<file path="config.mk">
export PLATFORM = sky130hd
export DESIGN_NAME = eeprom_host
export DESIGN_NICKNAME = d
export VERILOG_FILES = /design/src/include/eeprom_host_pkg.sv /design/src/include/bit_if.sv /design/src/hdl/bit_engine.sv /design/src/hdl/eeprom_host.sv
export SDC_FILE = /design/constraint.sdc
export NUM_CORES = 1
export LEC_CHECK = 0
export ABC_AREA = 1
export BUFFER_PORTS_ARGS = -buffer_cell sky130_fd_sc_hd__buf_2
export CAP_MARGIN = 0
export CORE_MARGIN = 2
export CORE_UTILIZATION = 25
export CTS_BUF_LIST = sky130_fd_sc_hd__clkbuf_2 sky130_fd_sc_hd__clkbuf_4 sky130_fd_sc_hd__clkbuf_8
export CTS_CLUSTER_SIZE = 25
export DETAILED_ROUTE_END_ITERATION = 10
export HOLD_SLACK_MARGIN = 0.05
export PLACE_DENSITY_LB_ADDON = 0.12
export SLEW_MARGIN = 20
export SYNTH_ARGS = -nofsm -noshare
export SYNTH_HDL_FRONTEND = slang
export SYNTH_SLANG_ARGS = --single-unit
</file>
<file path="constraint.sdc">
create_clock -name pclk -period 3.4 [get_ports pclk]
set_clock_uncertainty 0.15 [all_clocks]
set_input_delay 0.51 -clock pclk [delete_from_list [all_inputs] [get_ports pclk]]
set_output_delay 0.51 -clock pclk [all_outputs]
set_load 0.01 [all_outputs]
</file>
<file path="src/include/eeprom_host_pkg.sv">
// Purpose: shared constants and types for the two-wire EEPROM host
// Assumes: pclk at 40 MHz, APB register access
// Notes: offsets are byte addresses, one 32-bit word per register
package eeprom_host_pkg;
    // ------------------------------------------------------------
    // Timing
    // ------------------------------------------------------------
    localparam int CLK_PERIOD_NS = 25;
    // Quarter of the serial clock period; four quarters make one bit
    localparam int QUARTER_NS = 625;
    localparam int QUARTER_CYC = (QUARTER_NS + CLK_PERIOD_NS - 1) / CLK_PERIOD_NS;
    // ------------------------------------------------------------
    // Register map
    // ------------------------------------------------------------
    localparam logic [11:0] OFF_CTRL = 12'h000;
    localparam logic [11:0] OFF_CFG = 12'h004;
    localparam logic [11:0] OFF_ADDR = 12'h008;
    localparam logic [11:0] OFF_COUNT = 12'h00C;
    localparam logic [11:0] OFF_STATUS = 12'h010;
    localparam logic [3:0] OFF_BUF_PAGE = 4'h1;
    localparam int CTRL_GO_BIT = 0;
    localparam int CTRL_OP_LSB = 4;
    localparam int STAT_DONE_BIT = 1;
    localparam logic [2:0] CFG_RST = 3'h0;
    localparam logic [15:0] ADDR_RST = 16'h0000;
    localparam logic [6:0] COUNT_RST = 7'h01;
    localparam logic [6:0] READ_MAX = 7'h40;
    // ------------------------------------------------------------
    // Device frame fields
    // ------------------------------------------------------------
    localparam logic [3:0] TYPE_ARRAY = 4'hA;
    localparam logic [3:0] TYPE_ID = 4'hB;
    localparam logic [7:0] LOCK_ADDR_HI = 8'h04;
    localparam logic [7:0] LOCK_DATA = 8'h02;
    localparam logic [7:0] QUERY_DATA = 8'h00;
    typedef enum logic [1:0] {
        LC_START = 2'h0,
        LC_STOP = 2'h1,
        LC_WRITE = 2'h2,
        LC_READ = 2'h3
    } line_cmd_e;
    typedef enum logic [2:0] {
        OP_CUR = 3'h0,
        OP_RAND = 3'h1,
        OP_ID = 3'h2,
        OP_LOCK = 3'h3,
        OP_QUERY = 3'h4
    } op_e;
endpackage : eeprom_host_pkg

</file>
<file path="src/include/bit_if.sv">
// Purpose: bit-level command path between sequencer and line engine
// Assumes: both ends on pclk
// Notes: go is a one-cycle pulse, done a one-cycle pulse
`timescale 1ns/1ps
`default_nettype none
interface bit_if;
    logic go;
    eeprom_host_pkg::line_cmd_e cmd;
    logic wbit;
    logic done;
    logic rbit;
    modport seq (output go, output cmd, output wbit, input done, input rbit);
    modport eng (input go, input cmd, input wbit, output done, output rbit);
endinterface : bit_if
`default_nettype wire

</file>
<file path="src/hdl/bit_engine.sv">
// Purpose: drives serial clock and open-drain data for one line symbol
// Assumes: serial clock is made here by dividing pclk
// Notes: one symbol lasts four quarters of the serial clock period
`timescale 1ns/1ps
`default_nettype none
module bit_engine (
    input wire logic pclk,
    input wire logic presetn,
    bit_if.eng bus,
    input wire logic sda_i,
    output logic scl,
    output logic sda_o,
    output logic sda_oe
);
    localparam int QW = $clog2(eeprom_host_pkg::QUARTER_CYC);

    logic sda_s1_q;
    logic sda_s2_q;
    logic run_q;
    logic [1:0] ph_q;
    logic [QW-1:0] cnt_q;
    eeprom_host_pkg::line_cmd_e cmd_q;
    logic bit_q;

    // ------------------------------------------------------------
    // Line levels per quarter, returned as {scl, sda}
    // ------------------------------------------------------------
    function automatic logic [1:0] lines(eeprom_host_pkg::line_cmd_e c, logic [1:0] p,
                                         logic b);
        unique case (c)
            eeprom_host_pkg::LC_START: lines = {p[0] ^ p[1], ~p[1]};
            eeprom_host_pkg::LC_STOP: lines = {|p, p[1]};
            eeprom_host_pkg::LC_WRITE: lines = {p[0] ^ p[1], b};
            eeprom_host_pkg::LC_READ: lines = {p[0] ^ p[1], 1'b1};
        endcase
    endfunction : lines

    wire quarter_end = run_q && (cnt_q == QW'(eeprom_host_pkg::QUARTER_CYC - 1));
    wire last_ph = (ph_q == 2'h3);
    wire [1:0] ph_next = ph_q + 2'h1;
    wire [1:0] go_lines = lines(bus.cmd, 2'h0, bus.wbit);
    wire [1:0] step_lines = lines(cmd_q, ph_next, bit_q);
    wire start_go = bus.go && !run_q;

    // ------------------------------------------------------------
    // Data line synchroniser
    // ------------------------------------------------------------
    always_ff @(posedge pclk or negedge presetn) begin
        if (!presetn) begin
            sda_s1_q <= 1'b1;
            sda_s2_q <= 1'b1;
        end else begin
            sda_s1_q <= sda_i;
            sda_s2_q <= sda_s1_q;
        end
    end

    // ------------------------------------------------------------
    // Quarter sequencing
    // ------------------------------------------------------------
    always_ff @(posedge pclk or negedge presetn) begin
        if (!presetn) begin
            run_q <= 1'b0;
            ph_q <= 2'h0;
            cnt_q <= '0;
            cmd_q <= eeprom_host_pkg::LC_STOP;
            bit_q <= 1'b1;
            scl <= 1'b1;
            sda_o <= 1'b0;
            sda_oe <= 1'b0;
            bus.done <= 1'b0;
            bus.rbit <= 1'b1;
        end else begin
            bus.done <= quarter_end && last_ph;
            sda_o <= 1'b0;
            if (start_go) begin
                run_q <= 1'b1;
                ph_q <= 2'h0;
                cnt_q <= '0;
                cmd_q <= bus.cmd;
                bit_q <= bus.wbit;
                scl <= go_lines[1];
                sda_oe <= ~go_lines[0];
            end else if (quarter_end) begin
                cnt_q <= '0;
                ph_q <= ph_next;
                run_q <= !last_ph;
                if (!last_ph) begin
                    scl <= step_lines[1];
                    sda_oe <= ~step_lines[0];
                end
                // Sample late in the high time, well after data settles
                if (ph_q == 2'h2) begin
                    bus.rbit <= sda_s2_q;
                end
            end else if (run_q) begin
                cnt_q <= cnt_q + QW'(1);
            end
        end
    end
endmodule : bit_engine
`default_nettype wire

</file>
<file path="src/hdl/eeprom_host.sv">
// Purpose: APB-controlled host that reads a two-wire EEPROM and its ID page
// Assumes: pclk at 40 MHz; the serial clock is derived here
// Notes: bytes read land in a 64-entry buffer visible on APB
//
// Notes on behaviour
// - Lock command is a byte write framed with device type 1011b.
// - Lock address carries the lock-select bit set; other bits ignored.
// - Lock data byte has bit 1 set; other bits don't care.
// - Reads open with start and slave address, direction bit one.
// - Single current read ends with master no-acknowledge then stop.
// - Random read: write address header, byte address, restart, read header.
// - Each master acknowledge brings the next byte from counter plus one.
// - Sequential read ends with no-acknowledge on last byte, then stop.
// - ID page read is random read with type 1011b; six low bits select.
// - ID page reads never run past the 64-byte page end.
// - After lock query master sends start, discarding the truncated write.
//
// Local design decisions: register access over APB and the register offsets.
`timescale 1ns/1ps
`default_nettype none
module eeprom_host (
    input wire logic pclk,
    input wire logic presetn,
    input wire logic psel,
    input wire logic penable,
    input wire logic pwrite,
    input wire logic [11:0] paddr,
    input wire logic [31:0] pwdata,
    output logic [31:0] prdata,
    output logic pready,
    output logic pslverr,
    output logic scl,
    input wire logic sda_i,
    output logic sda_o,
    output logic sda_oe
);
    typedef enum logic [6:0] {
        S_IDLE = 7'h01,
        S_START = 7'h02,
        S_TX = 7'h04,
        S_TXACK = 7'h08,
        S_RX = 7'h10,
        S_RXACK = 7'h20,
        S_STOP = 7'h40
    } state_e;

    state_e state_q;
    eeprom_host_pkg::op_e op_q;
    logic [2:0] hw_q;
    logic [15:0] addr_q;
    logic [6:0] count_q;
    logic done_q;
    logic nack_q;
    logic locked_q;
    logic [1:0] idx_q;
    logic [2:0] bitn_q;
    logic [7:0] sh_q;
    logic rd_phase_q;
    logic tail_q;
    logic [6:0] len_q;
    logic [6:0] got_q;
    logic wait_q;
    logic go_q;
    logic [7:0] buf_mem [0:63];

    bit_if lnk ();

    bit_engine u_eng (
        .pclk(pclk),
        .presetn(presetn),
        .bus(lnk.eng),
        .sda_i(sda_i),
        .scl(scl),
        .sda_o(sda_o),
        .sda_oe(sda_oe)
    );

    // ------------------------------------------------------------
    // Byte to send for a given frame position
    // ------------------------------------------------------------
    function automatic logic [7:0] tx_byte(eeprom_host_pkg::op_e op, logic [1:0] idx,
                                           logic rd, logic [2:0] hw, logic [15:0] a);
        logic [3:0] typ;
        typ = (op == eeprom_host_pkg::OP_CUR || op == eeprom_host_pkg::OP_RAND) ?
              eeprom_host_pkg::TYPE_ARRAY : eeprom_host_pkg::TYPE_ID;
        if (rd || idx == 2'h0) begin
            tx_byte = {typ, hw, rd};
        end else if (idx == 2'h1) begin
            tx_byte = (op == eeprom_host_pkg::OP_LOCK) ? eeprom_host_pkg::LOCK_ADDR_HI :
                      (op == eeprom_host_pkg::OP_RAND) ? a[15:8] : 8'h00;
        end else if (idx == 2'h2) begin
            tx_byte = (op == eeprom_host_pkg::OP_RAND) ? a[7:0] :
                      (op == eeprom_host_pkg::OP_ID) ? {2'b00, a[5:0]} : 8'h00;
        end else begin
            tx_byte = (op == eeprom_host_pkg::OP_LOCK) ? eeprom_host_pkg::LOCK_DATA :
                      eeprom_host_pkg::QUERY_DATA;
        end
    endfunction : tx_byte

    // ------------------------------------------------------------
    // APB decode
    // ------------------------------------------------------------
    wire idle = (state_q == S_IDLE);
    wire setup = psel && !penable;
    wire wr_acc = psel && penable && pready && pwrite;
    wire hit_ctrl = (paddr == eeprom_host_pkg::OFF_CTRL);
    wire hit_cfg = (paddr == eeprom_host_pkg::OFF_CFG);
    wire hit_addr = (paddr == eeprom_host_pkg::OFF_ADDR);
    wire hit_count = (paddr == eeprom_host_pkg::OFF_COUNT);
    wire hit_stat = (paddr == eeprom_host_pkg::OFF_STATUS);
    wire hit_buf = (paddr[11:8] == eeprom_host_pkg::OFF_BUF_PAGE) && (paddr[1:0] == 2'b00);
    wire mapped = hit_ctrl || hit_cfg || hit_addr || hit_count || hit_stat || hit_buf;
    wire [2:0] op_field = pwdata[eeprom_host_pkg::CTRL_OP_LSB +: 3];
    wire op_ok = (op_field <= eeprom_host_pkg::OP_QUERY);
    wire launch = wr_acc && hit_ctrl && pwdata[eeprom_host_pkg::CTRL_GO_BIT] && idle && op_ok;
    wire done_clr = wr_acc && hit_stat && pwdata[eeprom_host_pkg::STAT_DONE_BIT];
    wire cfg_wr = wr_acc && idle;
    wire [31:0] rd_word =
        hit_ctrl ? {25'h0, op_q, 3'h0, !idle} :
        hit_cfg ? {29'h0, hw_q} :
        hit_addr ? {16'h0, addr_q} :
        hit_count ? {25'h0, count_q} :
        hit_stat ? {17'h0, got_q, 4'h0, locked_q, nack_q, done_q, !idle} :
        hit_buf ? {24'h0, buf_mem[paddr[7:2]]} : 32'h0000_0000;

    // ------------------------------------------------------------
    // Read length, clipped to the ID page end
    // ------------------------------------------------------------
    wire [6:0] cnt_lim = (count_q == 7'h00) ? 7'h01 :
                         (count_q > eeprom_host_pkg::READ_MAX) ? eeprom_host_pkg::READ_MAX :
                         count_q;
    wire [6:0] id_room = eeprom_host_pkg::READ_MAX - {1'b0, addr_q[5:0]};
    wire id_clip = (op_field == eeprom_host_pkg::OP_ID) && (id_room < cnt_lim);
    wire [6:0] eff_len = id_clip ? id_room : cnt_lim;

    // ------------------------------------------------------------
    // Frame helpers
    // ------------------------------------------------------------
    wire ack_low = !lnk.rbit;
    wire more = (got_q < len_q);
    wire lock_like = (op_q == eeprom_host_pkg::OP_LOCK) || (op_q == eeprom_host_pkg::OP_QUERY);
    wire last_tx = (idx_q == (lock_like ? 2'h3 : 2'h2));
    wire [1:0] idx_next = idx_q + 2'h1;
    wire [7:0] first_byte = tx_byte(op_q, idx_q, rd_phase_q, hw_q, addr_q);
    wire [7:0] next_byte = tx_byte(op_q, idx_next, 1'b0, hw_q, addr_q);
    wire [7:0] rx_full = {sh_q[6:0], lnk.rbit};

    assign lnk.go = go_q;
    assign lnk.cmd = (state_q == S_START) ? eeprom_host_pkg::LC_START :
                     (state_q == S_STOP) ? eeprom_host_pkg::LC_STOP :
                     (state_q == S_TX || state_q == S_RXACK) ? eeprom_host_pkg::LC_WRITE :
                     eeprom_host_pkg::LC_READ;
    // Acknowledge while more bytes are wanted, release on the last one
    assign lnk.wbit = (state_q == S_TX) ? sh_q[7] : !more;

    // ------------------------------------------------------------
    // APB slave, zero wait states
    // ------------------------------------------------------------
    always_ff @(posedge pclk or negedge presetn) begin
        if (!presetn) begin
            prdata <= 32'h0000_0000;
            pready <= 1'b0;
            pslverr <= 1'b0;
        end else begin
            pready <= setup;
            pslverr <= setup && !mapped;
            prdata <= (setup && !pwrite) ? rd_word : 32'h0000_0000;
        end
    end

    always_ff @(posedge pclk or negedge presetn) begin
        if (!presetn) begin
            hw_q <= eeprom_host_pkg::CFG_RST;
            addr_q <= eeprom_host_pkg::ADDR_RST;
            count_q <= eeprom_host_pkg::COUNT_RST;
        end else if (cfg_wr) begin
            // Settings stay frozen during a frame
            if (hit_cfg) hw_q <= pwdata[2:0];
            if (hit_addr) addr_q <= pwdata[15:0];
            if (hit_count) count_q <= pwdata[6:0];
        end
    end

    // Sticky completion flag; a new completion beats a clear
    always_ff @(posedge pclk or negedge presetn) begin
        if (!presetn) begin
            done_q <= 1'b0;
        end else if (state_q == S_STOP && wait_q && lnk.done) begin
            done_q <= 1'b1;
        end else if (done_clr || launch) begin
            done_q <= 1'b0;
        end
    end

    always_ff @(posedge pclk) begin
        if (state_q == S_RX && wait_q && lnk.done && bitn_q == 3'h7) begin
            buf_mem[got_q[5:0]] <= rx_full;
        end
    end

    // ------------------------------------------------------------
    // Frame sequencer
    // ------------------------------------------------------------
    always_ff @(posedge pclk or negedge presetn) begin
        if (!presetn) begin
            state_q <= S_IDLE;
            op_q <= eeprom_host_pkg::OP_CUR;
            nack_q <= 1'b0;
            locked_q <= 1'b0;
            idx_q <= 2'h0;
            bitn_q <= 3'h0;
            sh_q <= 8'h00;
            rd_phase_q <= 1'b0;
            tail_q <= 1'b0;
            len_q <= 7'h01;
            got_q <= 7'h00;
            wait_q <= 1'b0;
            go_q <= 1'b0;
        end else begin
            go_q <= 1'b0;
            if (idle) begin
                if (launch) begin
                    op_q <= eeprom_host_pkg::op_e'(op_field);
                    rd_phase_q <= (op_field == eeprom_host_pkg::OP_CUR);
                    idx_q <= 2'h0;
                    tail_q <= 1'b0;
                    nack_q <= 1'b0;
                    got_q <= 7'h00;
                    len_q <= eff_len;
                    state_q <= S_START;
                end
            end else if (!wait_q) begin
                go_q <= 1'b1;
                wait_q <= 1'b1;
            end else if (lnk.done) begin
                wait_q <= 1'b0;
                bitn_q <= 3'h0;
                unique case (state_q)
                    S_START: begin
                        sh_q <= first_byte;
                        state_q <= tail_q ? S_STOP : S_TX;
                    end
                    S_TX: begin
                        sh_q <= {sh_q[6:0], 1'b0};
                        bitn_q <= bitn_q + 3'h1;
                        if (bitn_q == 3'h7) state_q <= S_TXACK;
                    end
                    S_TXACK: begin
                        if (!ack_low && op_q == eeprom_host_pkg::OP_QUERY && last_tx) begin
                            locked_q <= 1'b1;
                            tail_q <= 1'b1;
                            state_q <= S_START;
                        end else if (!ack_low) begin
                            // Missing acknowledge also covers a device busy programming
                            nack_q <= 1'b1;
                            state_q <= S_STOP;
                        end else if (rd_phase_q) begin
                            state_q <= S_RX;
                        end else if (last_tx && lock_like) begin
                            locked_q <= (op_q == eeprom_host_pkg::OP_LOCK);
                            tail_q <= (op_q == eeprom_host_pkg::OP_QUERY);
                            state_q <= (op_q == eeprom_host_pkg::OP_QUERY) ? S_START : S_STOP;
                        end else if (last_tx) begin
                            rd_phase_q <= 1'b1;
                            state_q <= S_START;
                        end else begin
                            idx_q <= idx_next;
                            sh_q <= next_byte;
                            state_q <= S_TX;
                        end
                    end
                    S_RX: begin
                        sh_q <= rx_full;
                        bitn_q <= bitn_q + 3'h1;
                        if (bitn_q == 3'h7) begin
                            got_q <= got_q + 7'h01;
                            state_q <= S_RXACK;
                        end
                    end
                    S_RXACK: begin
                        // Device advances and wraps its own counter
                        state_q <= more ? S_RX : S_STOP;
                    end
                    S_STOP: begin
                        state_q <= S_IDLE;
                    end
                    default: begin
                        state_q <= S_IDLE;
                    end
                endcase
            end
        end
    end
endmodule : eeprom_host
`default_nettype wire

</file>
Word-level counts from Yosys, hierarchy flattened
Memories as Yosys holds them, arrays and structs flattened.
Cells that the tools add are included.
{"block": "word_totals", "ff_bits": 105, "ram_bits": 512, "inputBits": 50, "out_inout_bits": 37, "word_cells": 297, "n_memories": 1}
{"memory": "buf_mem", "words": 64, "width": 8, "rd": 1, "rd_clocked_by_memory_dff": 0, "wr": 1, "line": "eeprom_host.sv:64", "source": "logic [7:0] buf_mem [0:63];"}
{"block": "classes", "add_sub_neg": 6, "order_cmp": 4, "eq_ne": 50, "mux": 117, "n_bitwise": 6, "reduce_logical": 82}
{"operator": "7-bit 2-to-1 mux", "count": 22}
{"operator": "8-bit 2-to-1 mux", "count": 15}
{"operator": "16-bit 2-to-1 mux", "count": 4}
{"operator": "1-bit 2-to-1 mux", "count": 49}
{"operator": "7-bit one-hot mux with 5 select lines", "count": 1}
{"operator": "8-bit one-hot mux with 4 select lines", "count": 1}
{"operator": "15-bit 2-to-1 mux", "count": 2}
{"operator": "2-bit 2-to-1 mux", "count": 15}
{"operator": "1-bit logical AND", "count": 26}
{"operator": "12-bit by 4-bit equality test with 1-bit output, second input constant", "count": 2}
{"operator": "2-bit inequality test, second input constant", "count": 11}
{"operator": "9-bit AND reduction", "count": 2}
{"operator": "2-bit nonzero test", "count": 9}
{"operator": "2-bit equality test, second input constant", "count": 8}
{"operator": "5-bit 2-to-1 mux", "count": 3}
{"operator": "7-bit < comparator", "count": 2}
{"operator": "7-bit AND reduction", "count": 2}
{"operator": "12-bit by 3-bit equality test with 1-bit output, second input constant", "count": 1}
{"operator": "12-bit by 5-bit equality test with 1-bit output, second input constant", "count": 1}
{"operator": "12-bit logical NOT", "count": 1}
{"operator": "6-bit AND reduction", "count": 2}
{"operator": "2-bit logical NOT", "count": 5}
{"operator": "1-bit logical OR", "count": 10}
{"operator": "2-bit AND reduction", "count": 5}
{"operator": "other kinds (39)", "count": 66}

Longest topological paths before layout
Gate-level depths: netlist (run 1).
{"block": "depth", "depth_word": 13, "ltp_mapped": 19, "ltp_nobuf": 17}

Cells and area by module
From an unflattened synthesis (run 1), not the netlist that was laid out.
{"block": "unflattened", "hier_cells": 2645, "hier_area_um2": 27187.3}
{"module": "eeprom_host", "n_inst": 1, "cells_each": 2533, "area_each_um2": 26270.2, "seq_area_each_um2": 17580.6}
{"module": "bit_engine", "n_inst": 1, "cells_each": 112, "area_each_um2": 917.1, "seq_area_each_um2": 432.9}

Worst setup path before layout (run 1)
Ideal clock, no wire load.
{"block": "synth_path", "kind": "reg2reg", "startpoint": "register addr_q[0]", "endpoint": "register len_q[1]", "setup_time_ns": 0.065, "arrival_time_ns": 2.805, "t_required_ns": 3.185, "path_slack_ns": 0.380, "stages_incl_launch_ff": 15, "n_path_buf": 0, "synth_period_minus_slack_ns": 3.020, "path_cell_list": "dfrtp_1 inv_1 ha_1 nand2_1 nor2_1 inv_1 nor3_1 ha_1 nand2_1 o21ai_0 a2111oi_1 nand2_1 nand2_1 nand3_1 nand2_1"}
{"block": "synth_via", "elab_chain_len": 4}
{"item": "from (decl)", "line": "eeprom_host.sv:50", "source": "logic [15:0] addr_q;"}
{"item": "from (signal assigned)", "line": "eeprom_host.sv:174", "source": "addr_q <= eeprom_host_pkg::ADDR_RST;"}
{"item": "from (signal assigned)", "line": "eeprom_host.sv:179", "source": "if (hit_addr) addr_q <= pwdata[15:0];"}
{"item": "7-bit by 6-bit subtractor with 7-bit output *", "line": "eeprom_host.sv:132", "source": "wire [6:0] id_room = eeprom_host_pkg::READ_MAX - {1'b0, addr_q[5:0]};"}
{"item": "7-bit < comparator", "line": "eeprom_host.sv:133", "source": "wire id_clip = (op_field == eeprom_host_pkg::OP_ID) && (id_room < cnt_lim);"}
{"item": "1-bit logical AND", "line": "eeprom_host.sv:133"}
{"item": "7-bit 2-to-1 mux *", "line": "eeprom_host.sv:134", "source": "wire [6:0] eff_len = id_clip ? id_room : cnt_lim;"}
{"item": "to (signal assigned)", "line": "eeprom_host.sv:229", "source": "len_q <= eff_len;"}
{"item": "to (decl)", "line": "eeprom_host.sv:60", "source": "logic [6:0] len_q;"}
Every way passes the cells marked *; elsewhere a longest branch is shown, timed or not.
A chain may end at the register's enable or synchronous reset.

Final worst setup path (run 1)
{"block": "layout_path", "startpoint": "register state_q[0]", "endpoint": "memory buf_mem[52][1] (enable)"}
{"block": "layout_via", "elab_chain_len": 6}
{"item": "from (decl)", "line": "eeprom_host.sv:47", "source": "state_e state_q;"}
{"item": "from (signal assigned)", "line": "eeprom_host.sv:241", "source": "state_q <= tail_q ? S_STOP : S_TX;"}
{"item": "from (signal assigned)", "line": "eeprom_host.sv:262", "source": "state_q <= (op_q == eeprom_host_pkg::OP_QUERY) ? S_START : S_STOP;"}
{"item": "from (signal assigned)", "line": "eeprom_host.sv:282", "source": "state_q <= more ? S_RX : S_STOP;"}
{"item": "7-bit by 5-bit equality test with 1-bit output", "line": "eeprom_host.sv:196", "source": "if (state_q == S_RX && wait_q && lnk.done && bitn_q == 3'h7) begin"}
{"item": "1-bit logical AND (3 in a row)", "line": "eeprom_host.sv:196"}
{"item": "1-bit 2-to-1 mux", "line": "eeprom_host.sv:196"}
{"item": "1-bit 2-to-1 mux (implied by the code)", "line": "eeprom_host.sv:197", "source": "buf_mem[got_q[5:0]] <= rx_full;"}
{"item": "to (decl)", "line": "eeprom_host.sv:64"}
No other way between the ends.

==> results of run 1 <==
-- cells by family (layout without fill, tap and decap cells) --
logic type                 after synthesis  count (layout)  share of synthesized area
AOI/OAI and AO/OA                      201             201                     0.0448
xor gates and xnor gates                 8               8                    0.00259
adders and majority gates               26              26                     0.0120
buffers and inverters                  279             587                     0.0425
DFF                                    617             617                      0.666
muxes                                    7               7                    0.00287
other                                    1              20                   0.000139
and+or+nand+nor                       1495            1495                      0.229
-- worst paths after layout --
| kind | to | cells past startpoint | slack [ns] |
|---|---|---|---|
| min in group asynchronous | u_eng.bit_q | 2 | 0.21 |
| worst max-delay path | buf_mem[52][1] | 13 | 0.29 |
| worst max register to register | buf_mem[52][1] | 13 | 0.29 |
| worst min register to register | u_eng.sda_s2_q | 0 | 0.21 |
| worst min-delay path | prdata[0] | 7 | 0.15 |
| max in group asynchronous | len_q[0] | 3 | 2.45 |
-- cell type report --
class,instances,area (um2)
multi-input combinational,1754,7970
antenna,3,7.51
timing repair buffer,216,1730
sequential,617,18000
inverter,165,623
clock inverter,40,302
tap,1403,1760
fill,11200,74800
clock buffer,166,2000
-- power breakdown --
| group | switching [mW] | leakage [nW] | internal [mW] |
|---|---|---|---|
| logic | 0.379 | 5.61 | 0.130 |
| registers | 0.000906 | 7.27 | 8.09 |
| clock network | 3.25 | 1.22 | 4.01 |
| total | 3.63 | 14.1 | 12.2 |
-- worst min-delay path, delay by kind of cell --
| family | cells | cell delay (ns) |
|---|---|---|
| and+or+nand+nor | 3 | 0.24 |
| buffers and inverters | 3 | 0.18 |
| AOI/OAI and AO/OA | 1 | 0.05 |
-- stage by stage --
stage / instances / area, um2 / hold slack (ns)
detailed placement: 4133 / 29900 / 0.201
CTS: 4361 / 32400 / 0.0694
global placement: 4133 / 29900 / 0.200
finish: 4364 / 32400 / 0.152
floorplan: 2650 / 27100 / 0.0644
global route: 4363 / 32400 / 0.133
-- state kept, by name (all words and copies together) (netlist names), 5 cells and up --
register and count:
len_q 7, count_q 7, u_eng.cnt_q 5, got_q 7
sh_q 8, buf_mem 512, prdata 16, addr_q 16
state_q 7
-- routing by layer --
layer / vias up / part of all wire
li1: 9310 / -
met1: 9491 / 0.45
met2: 522 / 0.46
met3: 169 / 0.055
met4: 4 / 0.034
met5: - / 0.00020
-- cells in the final DEF, fill, tap and decap left out, types with 7 or more instances in the layout --
cell type      count
a21oi_1           57
a22oi_1           19
a41oi_1            7
buf_12            15
buf_2             51
buf_4            129
clkbuf_4          45
clkbuf_8         121
clkinv_1          18
clkinv_2          12
conb_1            17
dfrtp_1           89
dfrtp_2            7
dfstp_2            9
dlygate4sd3_1     21
edfxtp_1         512
ha_1              26
inv_1            154
inv_2              8
nand2_1         1072
nand3_1          119
nand4_1           53
nor2_1           191
nor2_2             7
nor3_1            13
nor4_1             7
o211ai_1          12
o21ai_0           70
o22ai_1            7
-- repair_timing --
item,in CTS,in global routing
hold buffers,22,0
endpoints found under the setup margin,0,0
endpoints found under the hold margin,135,0
==> results.cfg, run 1 <==
[synthesis]
syn_area_mm2 = 0.0271
synth_edf_count = 512
synth.avg_cell_area_um2 = 10.3
ys_top_cells_by_count = 1072 x nand2_1, 512 x edfxtp_1, 192 x nor2_1, 154 x inv_1, 119 x nand3_1
post-synth-top-count-cell = nand2_1
yosys.area.top_type = edfxtp_1
synth-seq-cells = 617
synth.top_cell.area_share = 0.568
yosysSeqAreaShare = 0.666
ys_async_sr_fraction = 0.170
synth_cell_types = 55
synthTopCellsByArea = edfxtp_1 57%, nand2_1 15%, dfrtp_1 8.9%, nor2_1 2.7%, nand3_1 2.2%
ys_warn_count = 0
syn_inst = 2634
synth_flop_cell = edfxtp_1

[sta]
setup_ws_ns = 0.288
rsz0062_at_grt = no
fmax_mhz = 321
hold_violations = 0
setup_viol = 0
worst_pin_slew_ns = 0.864
fin_crit_sh = 0.915
max_slew_margin = 0.424
slew_violations = 0
tns_ns = 0
min_period_ns = 3.11

[grt]
grt_pass1_vias = 19900
overflow = 0
grt_util_met2 = 0.259
grt_usage = 0.161
use_met1 = 0.212
grt_use_met3 = 0.0333
grt_start_max_net_pins = 67
antenna_found_initial = 5
busiest_layer = met2
grt_pass1_wl_um = 131000

[clock_tree]
cts_tree = yes
worst_skew_pair.late_latency_ns = 0.78
clkSinkCount = 617
cts_made_buffers = 112
clock_tree.root_cell = clkbuf_8
htree_levels = 3
path_clk_slew_ns = 0.06
cts_setup_buffers = 0
cts_resized = 0
clockBufferDepth = 3

[place]
gp_congestion = 0.839
place.port_buffers = 53
place_ws_ns = 0.110
dp_hpwl_um = 59500

[power]
total_power_mw = 15.9
p_leak_nw = 14.1
vdd_drop_max_uv = 248
power_density_mw_per_mm2 = 489

[critical_path]
crit_start = state_q[0]
slowest_stage = dfstp_2
rr_startpoint = state_q[0]
cp_data_arrival_time_ns = 3.43
critPathCaptureType = flip-flop
path_class = flip-flop to flip-flop
crit_chain = inv_1 -> nor2_1 -> nand3_2 -> inv_2 -> nand2_4 -> nor2_8 -> nor2_4 -> nor2_8 -> nand2_4 -> nor2_8 -> nand3_4 -> nor2_1 -> buf_4
required_ns = 3.72
startpoint_type = flip-flop
critPathMostFrequentCell = nor2_8
cp_max_fo = 10
slowest_delay_ns = 0.54
critical_path.top_delay_family = simple AND/OR/NAND/NOR gates
crit_buf_inv = 3

[floorplan]
core_area_mm2 = 0.107
pin_count = 87
start_util = 0.252
rows = 120
dieArea_mm2 = 0.111
fp.dieW_um = 333
die_y_um = 333

[finish]
nNetsFinal = 2942
post-route-util = 0.302
drive_gt1_frac = 0.152
area_growth_syn_to_layout_pct = 19.8

[outcome]
outcome = finished clean

[hold_path]
min_from = psel
hold_class = input pin to flip-flop

[drt]
postRouteWirelength_um = 89700
wl_per_cell_um = 20.6
drtIter0Drc = 1407
drt-vias-per-instance = 4.47
ant_nets = 0
vias = 19500
route.detailed.drc = 0
firstDrtPassIters = 5

[flow_run]
cap_violations = 0
(Power assumes the default switching activity.)
==> inputs of run 2 (changes only) <==
--- a/config.mk
+++ b/config.mk
@@ -5,7 +5,6 @@
 export SDC_FILE = /design/constraint.sdc
 export NUM_CORES = 1
 export LEC_CHECK = 0
-export ABC_AREA = 1
 export BUFFER_PORTS_ARGS = -buffer_cell sky130_fd_sc_hd__buf_2
 export CAP_MARGIN = 0
 export CORE_MARGIN = 2
==> run 2 against run 1 <==
  * Clock power about the same
  * Maximum frequency about the same
  * Worst hold slack improved by 0.0050 ns
  * Largest cell class unchanged
==> results.cfg, run 2 <==
[outcome]
outcome = finished clean

[grt]
overflow = 0
grt_start_max_net_pins = 66
grt_pass1_vias = 15900
grt_usage = 0.147
antenna_found_initial = 3
grt_pass1_wl_um = 114000

[floorplan]
rows = 118
core_area_mm2 = 0.104
die_y_um = 327
pin_count = 87
dieArea_mm2 = 0.107
start_util = 0.252
fp.dieW_um = 327

[critical_path]
critPathCaptureType = flip-flop
slowest_delay_ns = 0.48
startpoint_type = flip-flop
required_ns = 3.71
cp_max_fo = 8
r2r_end = buf_mem[12][4]
critical_path.top_delay_family = simple AND/OR/NAND/NOR gates
rr_startpoint = state_q[6]
crit_chain = or3_1 -> nor2_1 -> nand4_1 -> nor3_1 -> buf_4 -> nand2_1 -> buf_12 -> nor2_1 -> buf_4
reg2reg_depth = 9
cp_data_arrival_time_ns = 3.42
crit_buf_inv = 3
path_class = flip-flop to flip-flop
slowest_stage = dfrtp_1
reg2reg_slack_ns = 0.29

[drt]
wl_per_cell_um = 23.4
postRouteWirelength_um = 78600
drt-vias-per-instance = 4.57
drtIter0Drc = 953
ant_nets = 0
route.detailed.drc = 0
firstDrtPassIters = 5
vias = 15300

[place]
gp_congestion = 0.845
dpl_cell_area_mm2 = 0.0293
place.port_buffers = 53
dp_cells = 3124
dp_hpwl_um = 53100

[finish]
post-route-util = 0.307
stdcell_count = 3354
nNetsFinal = 1956
drive_gt1_frac = 0.325
largest_reg_flops = 512
fill_cells = 10400
postLayoutCellArea_mm2 = 0.0318
area_growth_syn_to_layout_pct = 21.6
final_cell_mix = 512 x edfxtp_1, 182 x buf_4, 142 x nor2_1
final_common_cell = edfxtp_1

[sta]
hold_ws_ns = 0.157
worst_pin_slew_ns = 0.843
hold_violations = 0
rsz0062_at_grt = no
fin_crit_sh = 0.916
max_slew_margin = 0.438
tns_ns = 0
slew_violations = 0
setup_viol = 0
fmax_mhz = 321
min_period_ns = 3.11

[clock_tree]
worst_skew_pair.late_latency_ns = 0.78
cts_made_buffers = 112
cts_setup_buffers = 0
htree_levels = 3
cts_resized = 0
clkSinkCount = 617
cts_tree = yes
clockBufferDepth = 3
clock_tree.root_cell = clkbuf_8
path_clk_slew_ns = 0.05

[power]
switching_share = 0.219
power_density_mw_per_mm2 = 495
clock_power_share = 0.459
comb_power_share = 0.027
power_switching_mw = 3.45
vdd_drop_max_uv = 266
p_leak_nw = 9.84
intPower_mw = 12.3
sequentialPowerShare = 0.514

[synthesis]
synth-seq-cells = 617
synth.top_cell.area_share = 0.588
yosysSeqAreaShare = 0.689
yosys.area.top_type = edfxtp_1
synth_flop_cell = edfxtp_1
synth_cell_types = 71
post-synth-top-count-cell = edfxtp_1
ys_async_sr_fraction = 0.170
ys_warn_count = 0
syn_inst = 1590
synth.avg_cell_area_um2 = 16.4
synthTopCellsByArea = edfxtp_1 59%, mux4_2 11%, dfrtp_1 9.2%, nor2_1 2.0%, mux2_2 2.0%
ys_top_cells_by_count = 512 x edfxtp_1, 142 x nor2_1, 129 x mux4_2, 96 x dfrtp_1, 83 x nand2_1
synth_edf_count = 512
syn_area_mm2 = 0.0261

[hold_path]
min_from = paddr[8]
hold_class = input pin to flip-flop
holdPathStages = 4
hold_end = pslverr

[flow_run]
cap_violations = 0
==> run 2: per-layer routing <==
layer / part of all wire / vias to the layer above / global-route usage
met2: 0.47 / 352 / 0.233
met1: 0.47 / 8026 / 0.204
met4: 0.020 / 0 / 0.0405
met3: 0.046 / 107 / 0.0286
met5: 0 / - / 0
li1: - / 6839 / -
==> run 2: power groups by stage <==
| stage | sequential, mW | clock [mW] | combinational [mW] |
|---|---|---|---|
| global placement | 8.25 | 0 | 0.423 |
| CTS | 8.09 | 7.51 | 0.444 |
| detailed placement | 8.25 | 0 | 0.425 |
| global route | 8.09 | 7.85 | 0.468 |
| floorplan | 8.25 | 0 | 0.229 |
| finish | 8.10 | 7.22 | 0.432 |
==> run 2: layout make-up <==
class,instances,area [um2],area share
Sequential cell,617,18000,0.567
Clock inverter,39,289,0.00909
Inverter,22,82.6,0.00260
Tap cell,1380,1730,0.0543
Clock buffer,166,2020,0.0636
Timing Repair Buffer,265,2050,0.0643
Antenna cell,3,7.51,0.000236
Multi-Input combinational cell,862,7600,0.239
==> run 2: repair_timing <==
item,in CTS,in global routing
hold buffers,22,0
hold endpoints to repair,83,0
setup endpoints to repair,0,0
==> run 2: worst max path at each step <==
stage	startpoint	to	slack (ns)	depth (start not counted)
floorplan	paddr[2]	prdata[4]	0.42	8
global placement	paddr[2]	prdata[6]	0.17	7
detailed placement	paddr[2]	prdata[4]	0.18	7
CTS	state_q[6]	buf_mem[12][4]	0.26	9
global route	addr_q[1]	len_q[6]	0.09	11
finish	state_q[6]	buf_mem[12][4]	0.29	9
==> run 2: cell families (layout without fill, tap and decap cells) <==
kind of cell / Yosys count / count (layout) / synth area share
mux: 221 / 221 / 0.149
simple gates: 374 / 374 / 0.0693
xor+xnor: 15 / 15 / 0.00502
compound gates: 209 / 209 / 0.0531
flops: 617 / 617 / 0.689
buf+inv: 127 / 492 / 0.0225
fa+ha+maj: 26 / 26 / 0.0124
other cells: 1 / 20 / 0.000143
==> run 2: worst min-delay path, stage by stage <==
cell	delay, ns
buf_2	0.10
and2_1	0.14
buf_4	0.19
nor4_1	0.08
==> run 2: stage by stage <==
step	setup slack, ns	power, mW
after CTS	0.257	16.0
after detailed placement	0.177	8.67
after global placement	0.167	8.67
after floorplan	0.419	8.48
after global routing	0.0945	16.4
final	0.286	15.8
==> inputs of run 3 (changes only) <==
--- a/config.mk
+++ b/config.mk
@@ -13,7 +13,9 @@
 export CTS_CLUSTER_SIZE = 25
 export DETAILED_ROUTE_END_ITERATION = 10
 export HOLD_SLACK_MARGIN = 0.05
+export MAX_ROUTING_LAYER = met4
 export PLACE_DENSITY_LB_ADDON = 0.12
+export RECOVER_POWER = 25
 export SLEW_MARGIN = 20
 export SYNTH_ARGS = -nofsm -noshare
 export SYNTH_HDL_FRONTEND = slang
==> run 3 against run 2 <==
  * The run now ends with max-capacitance violations, max-slew violations left
  * Routed wire length rose by 0.35%
  * Highest routed layer unchanged
  * Count of clock-buffer cells in the layout unchanged
  * Die area is the same
  * Sequential power is essentially flat
==> results.cfg, run 3 (synthesized netlist as in run 2, its figures left out) <==
[finish]
nNetsFinal = 1956
drive_gt1_frac = 0.320
largest_reg_flops = 512
area_growth_syn_to_layout_pct = 21.5
fill_cells = 10400
final_common_cell = edfxtp_1
final_cell_mix = 512 x edfxtp_1, 176 x buf_4, 142 x nor2_1

[sta]
fmax_mhz = 317
min_period_ns = 3.15
slew_violations = 106
fin_crit_sh = 0.928
worst_pin_slew_ns = 1.60
max_slew_margin = -0.0649
setup_ws_ns = 0.246
hold_violations = 0
setup_viol = 0
tns_ns = 0
rsz0062_at_grt = no

[grt]
overflow = 0
grt_pass1_vias = 15900
antenna_found_initial = 3
grt_pass1_wl_um = 114000
grt_start_max_net_pins = 66
grt_usage = 0.151

[floorplan]
fp.dieW_um = 327
start_util = 0.252
core_area_mm2 = 0.104
dieArea_mm2 = 0.107
die_y_um = 327
rows = 118
pin_count = 87

[drt]
wl_per_cell_um = 23.5
ant_nets = 0
firstDrtPassIters = 5
route.detailed.drc = 0
postRouteWirelength_um = 78900
vias = 15300
drt-vias-per-instance = 4.56
drtIter0Drc = 972

[critical_path]
crit_buf_inv = 3
cp_max_fo = 8
reg2reg_slack_ns = 0.25
critical_path.top_delay_family = simple AND/OR/NAND/NOR gates
startpoint_type = flip-flop
critical_path_depth = 9
path_class = flip-flop to flip-flop
cp_data_arrival_time_ns = 3.46
slowest_delay_ns = 0.47
critPathCaptureType = flip-flop
slowest_stage = dfrtp_1
required_ns = 3.71
reg2reg_depth = 9
crit_chain = or3_1 -> nor2_1 -> nand4_1 -> nor3_1 -> buf_4 -> nand2_1 -> buf_12 -> nor2_1 -> buf_4

[clock_tree]
cts_resized = 0
worst_skew_pair.late_latency_ns = 0.78
htree_levels = 3
cts_setup_buffers = 0
clockBufferDepth = 3
cts_made_buffers = 112
clock_tree.root_cell = clkbuf_8
path_clk_slew_ns = 0.06
clkSinkCount = 617
cts_tree = yes

[place]
place_ws_ns = 0.177
dp_hpwl_um = 53100
gp_congestion = 0.858
place.port_buffers = 53

[hold_path]
hold_class = input pin to flip-flop
holdPathStages = 4

[power]
p_leak_nw = 9.83
power_density_mw_per_mm2 = 496
vdd_drop_max_uv = 267

[flow_run]
cap_violations = 2

[outcome]
violations = max-capacitance violations, max-slew violations
outcome = finished, violations left
==> run 3: changes by cell type in the layout (fill, tap and decap cells not counted) <==
cell,previous run,this run
and2_0,0,1
clkbuf_1,0,4
dfrtp_2,7,2
dfrtp_1,89,94
clkbuf_2,0,3
diode_2,3,2
dfstp_1,0,1
and2_1,10,9
buf_12,9,8
buf_4,182,176
dfstp_2,9,8
==> run 3: worst reg2reg max path, stage by stage, from the launching register on <==
cell,delay (ns)
dfrtp_1,0.47
or3_1,0.43
nor2_1,0.14
nand4_1,0.33
nor3_1,0.27
buf_4,0.18
nand2_1,0.30
buf_12,0.27
nor2_1,0.16
buf_4,0.21
==> run 3: report_power, final <==
| group | internal, mW | leakage [nW] | switching (mW) |
|---|---|---|---|
| sequential | 8.09 | 4.90 | 0.00101 |
| combinational | 0.166 | 3.70 | 0.263 |
| clock | 4.03 | 1.23 | 3.20 |
==> run 3: area by class of cell <==
cell class | count | area (um2) | share of cell area
clock inverters | 39 | 289 | 0.00910
flip-flops and latches | 617 | 18000 | 0.567
repair buffers | 265 | 2010 | 0.0633
well taps | 1380 | 1730 | 0.0544
clock buffers | 166 | 2020 | 0.0637
inverters | 22 | 82.6 | 0.00260
multi-input cells | 862 | 7600 | 0.239
diodes | 2 | 5.00 | 0.000158
==> run 3: repair_timing <==
item,4_1_cts,5_1_grt
hold endpoints to repair,83,0
hold buffers,22,0
endpoints found under the setup margin,0,0
==> run 3: per-layer routing <==
metal / global-route usage / wire [um] / vias up
li1: - / - / 6835
met1: 0.204 / 37200 / 8001
met2: 0.233 / 36700 / 345
met3: 0.0294 / 3430 / 110
met4: 0.0401 / 1650 / 0
met5: - / 0 / -
==> run 3: worst paths after layout <==
check                               start        endpoint
setup / recovery               state_q[6]  buf_mem[12][4]
max in group asynchronous         presetn       bitn_q[2]
min in group asynchronous         presetn      addr_q[14]
hold reg to reg            u_eng.sda_s1_q  u_eng.sda_s2_q
hold / removal                   paddr[8]         pslverr
setup reg to reg               state_q[6]  buf_mem[12][4]
==> run 3: per-stage QoR <==
| step | cell area [um2] | power, mW | hold WS (ns) | util | instances |
|---|---|---|---|---|---|
| floorplan | 26200 | 8.48 | 0.0644 | - | 1606 |
| global route | 31800 | 16.4 | 0.133 | 0.306 | 3353 |
| CTS | 31800 | 16.0 | 0.0764 | 0.307 | 3351 |
| detailed placement | 29300 | 8.67 | 0.197 | 0.282 | 3124 |
| finish | 31800 | 15.8 | 0.153 | 0.306 | 3353 |
| global placement | 29300 | 8.67 | 0.202 | 0.282 | 3124 |
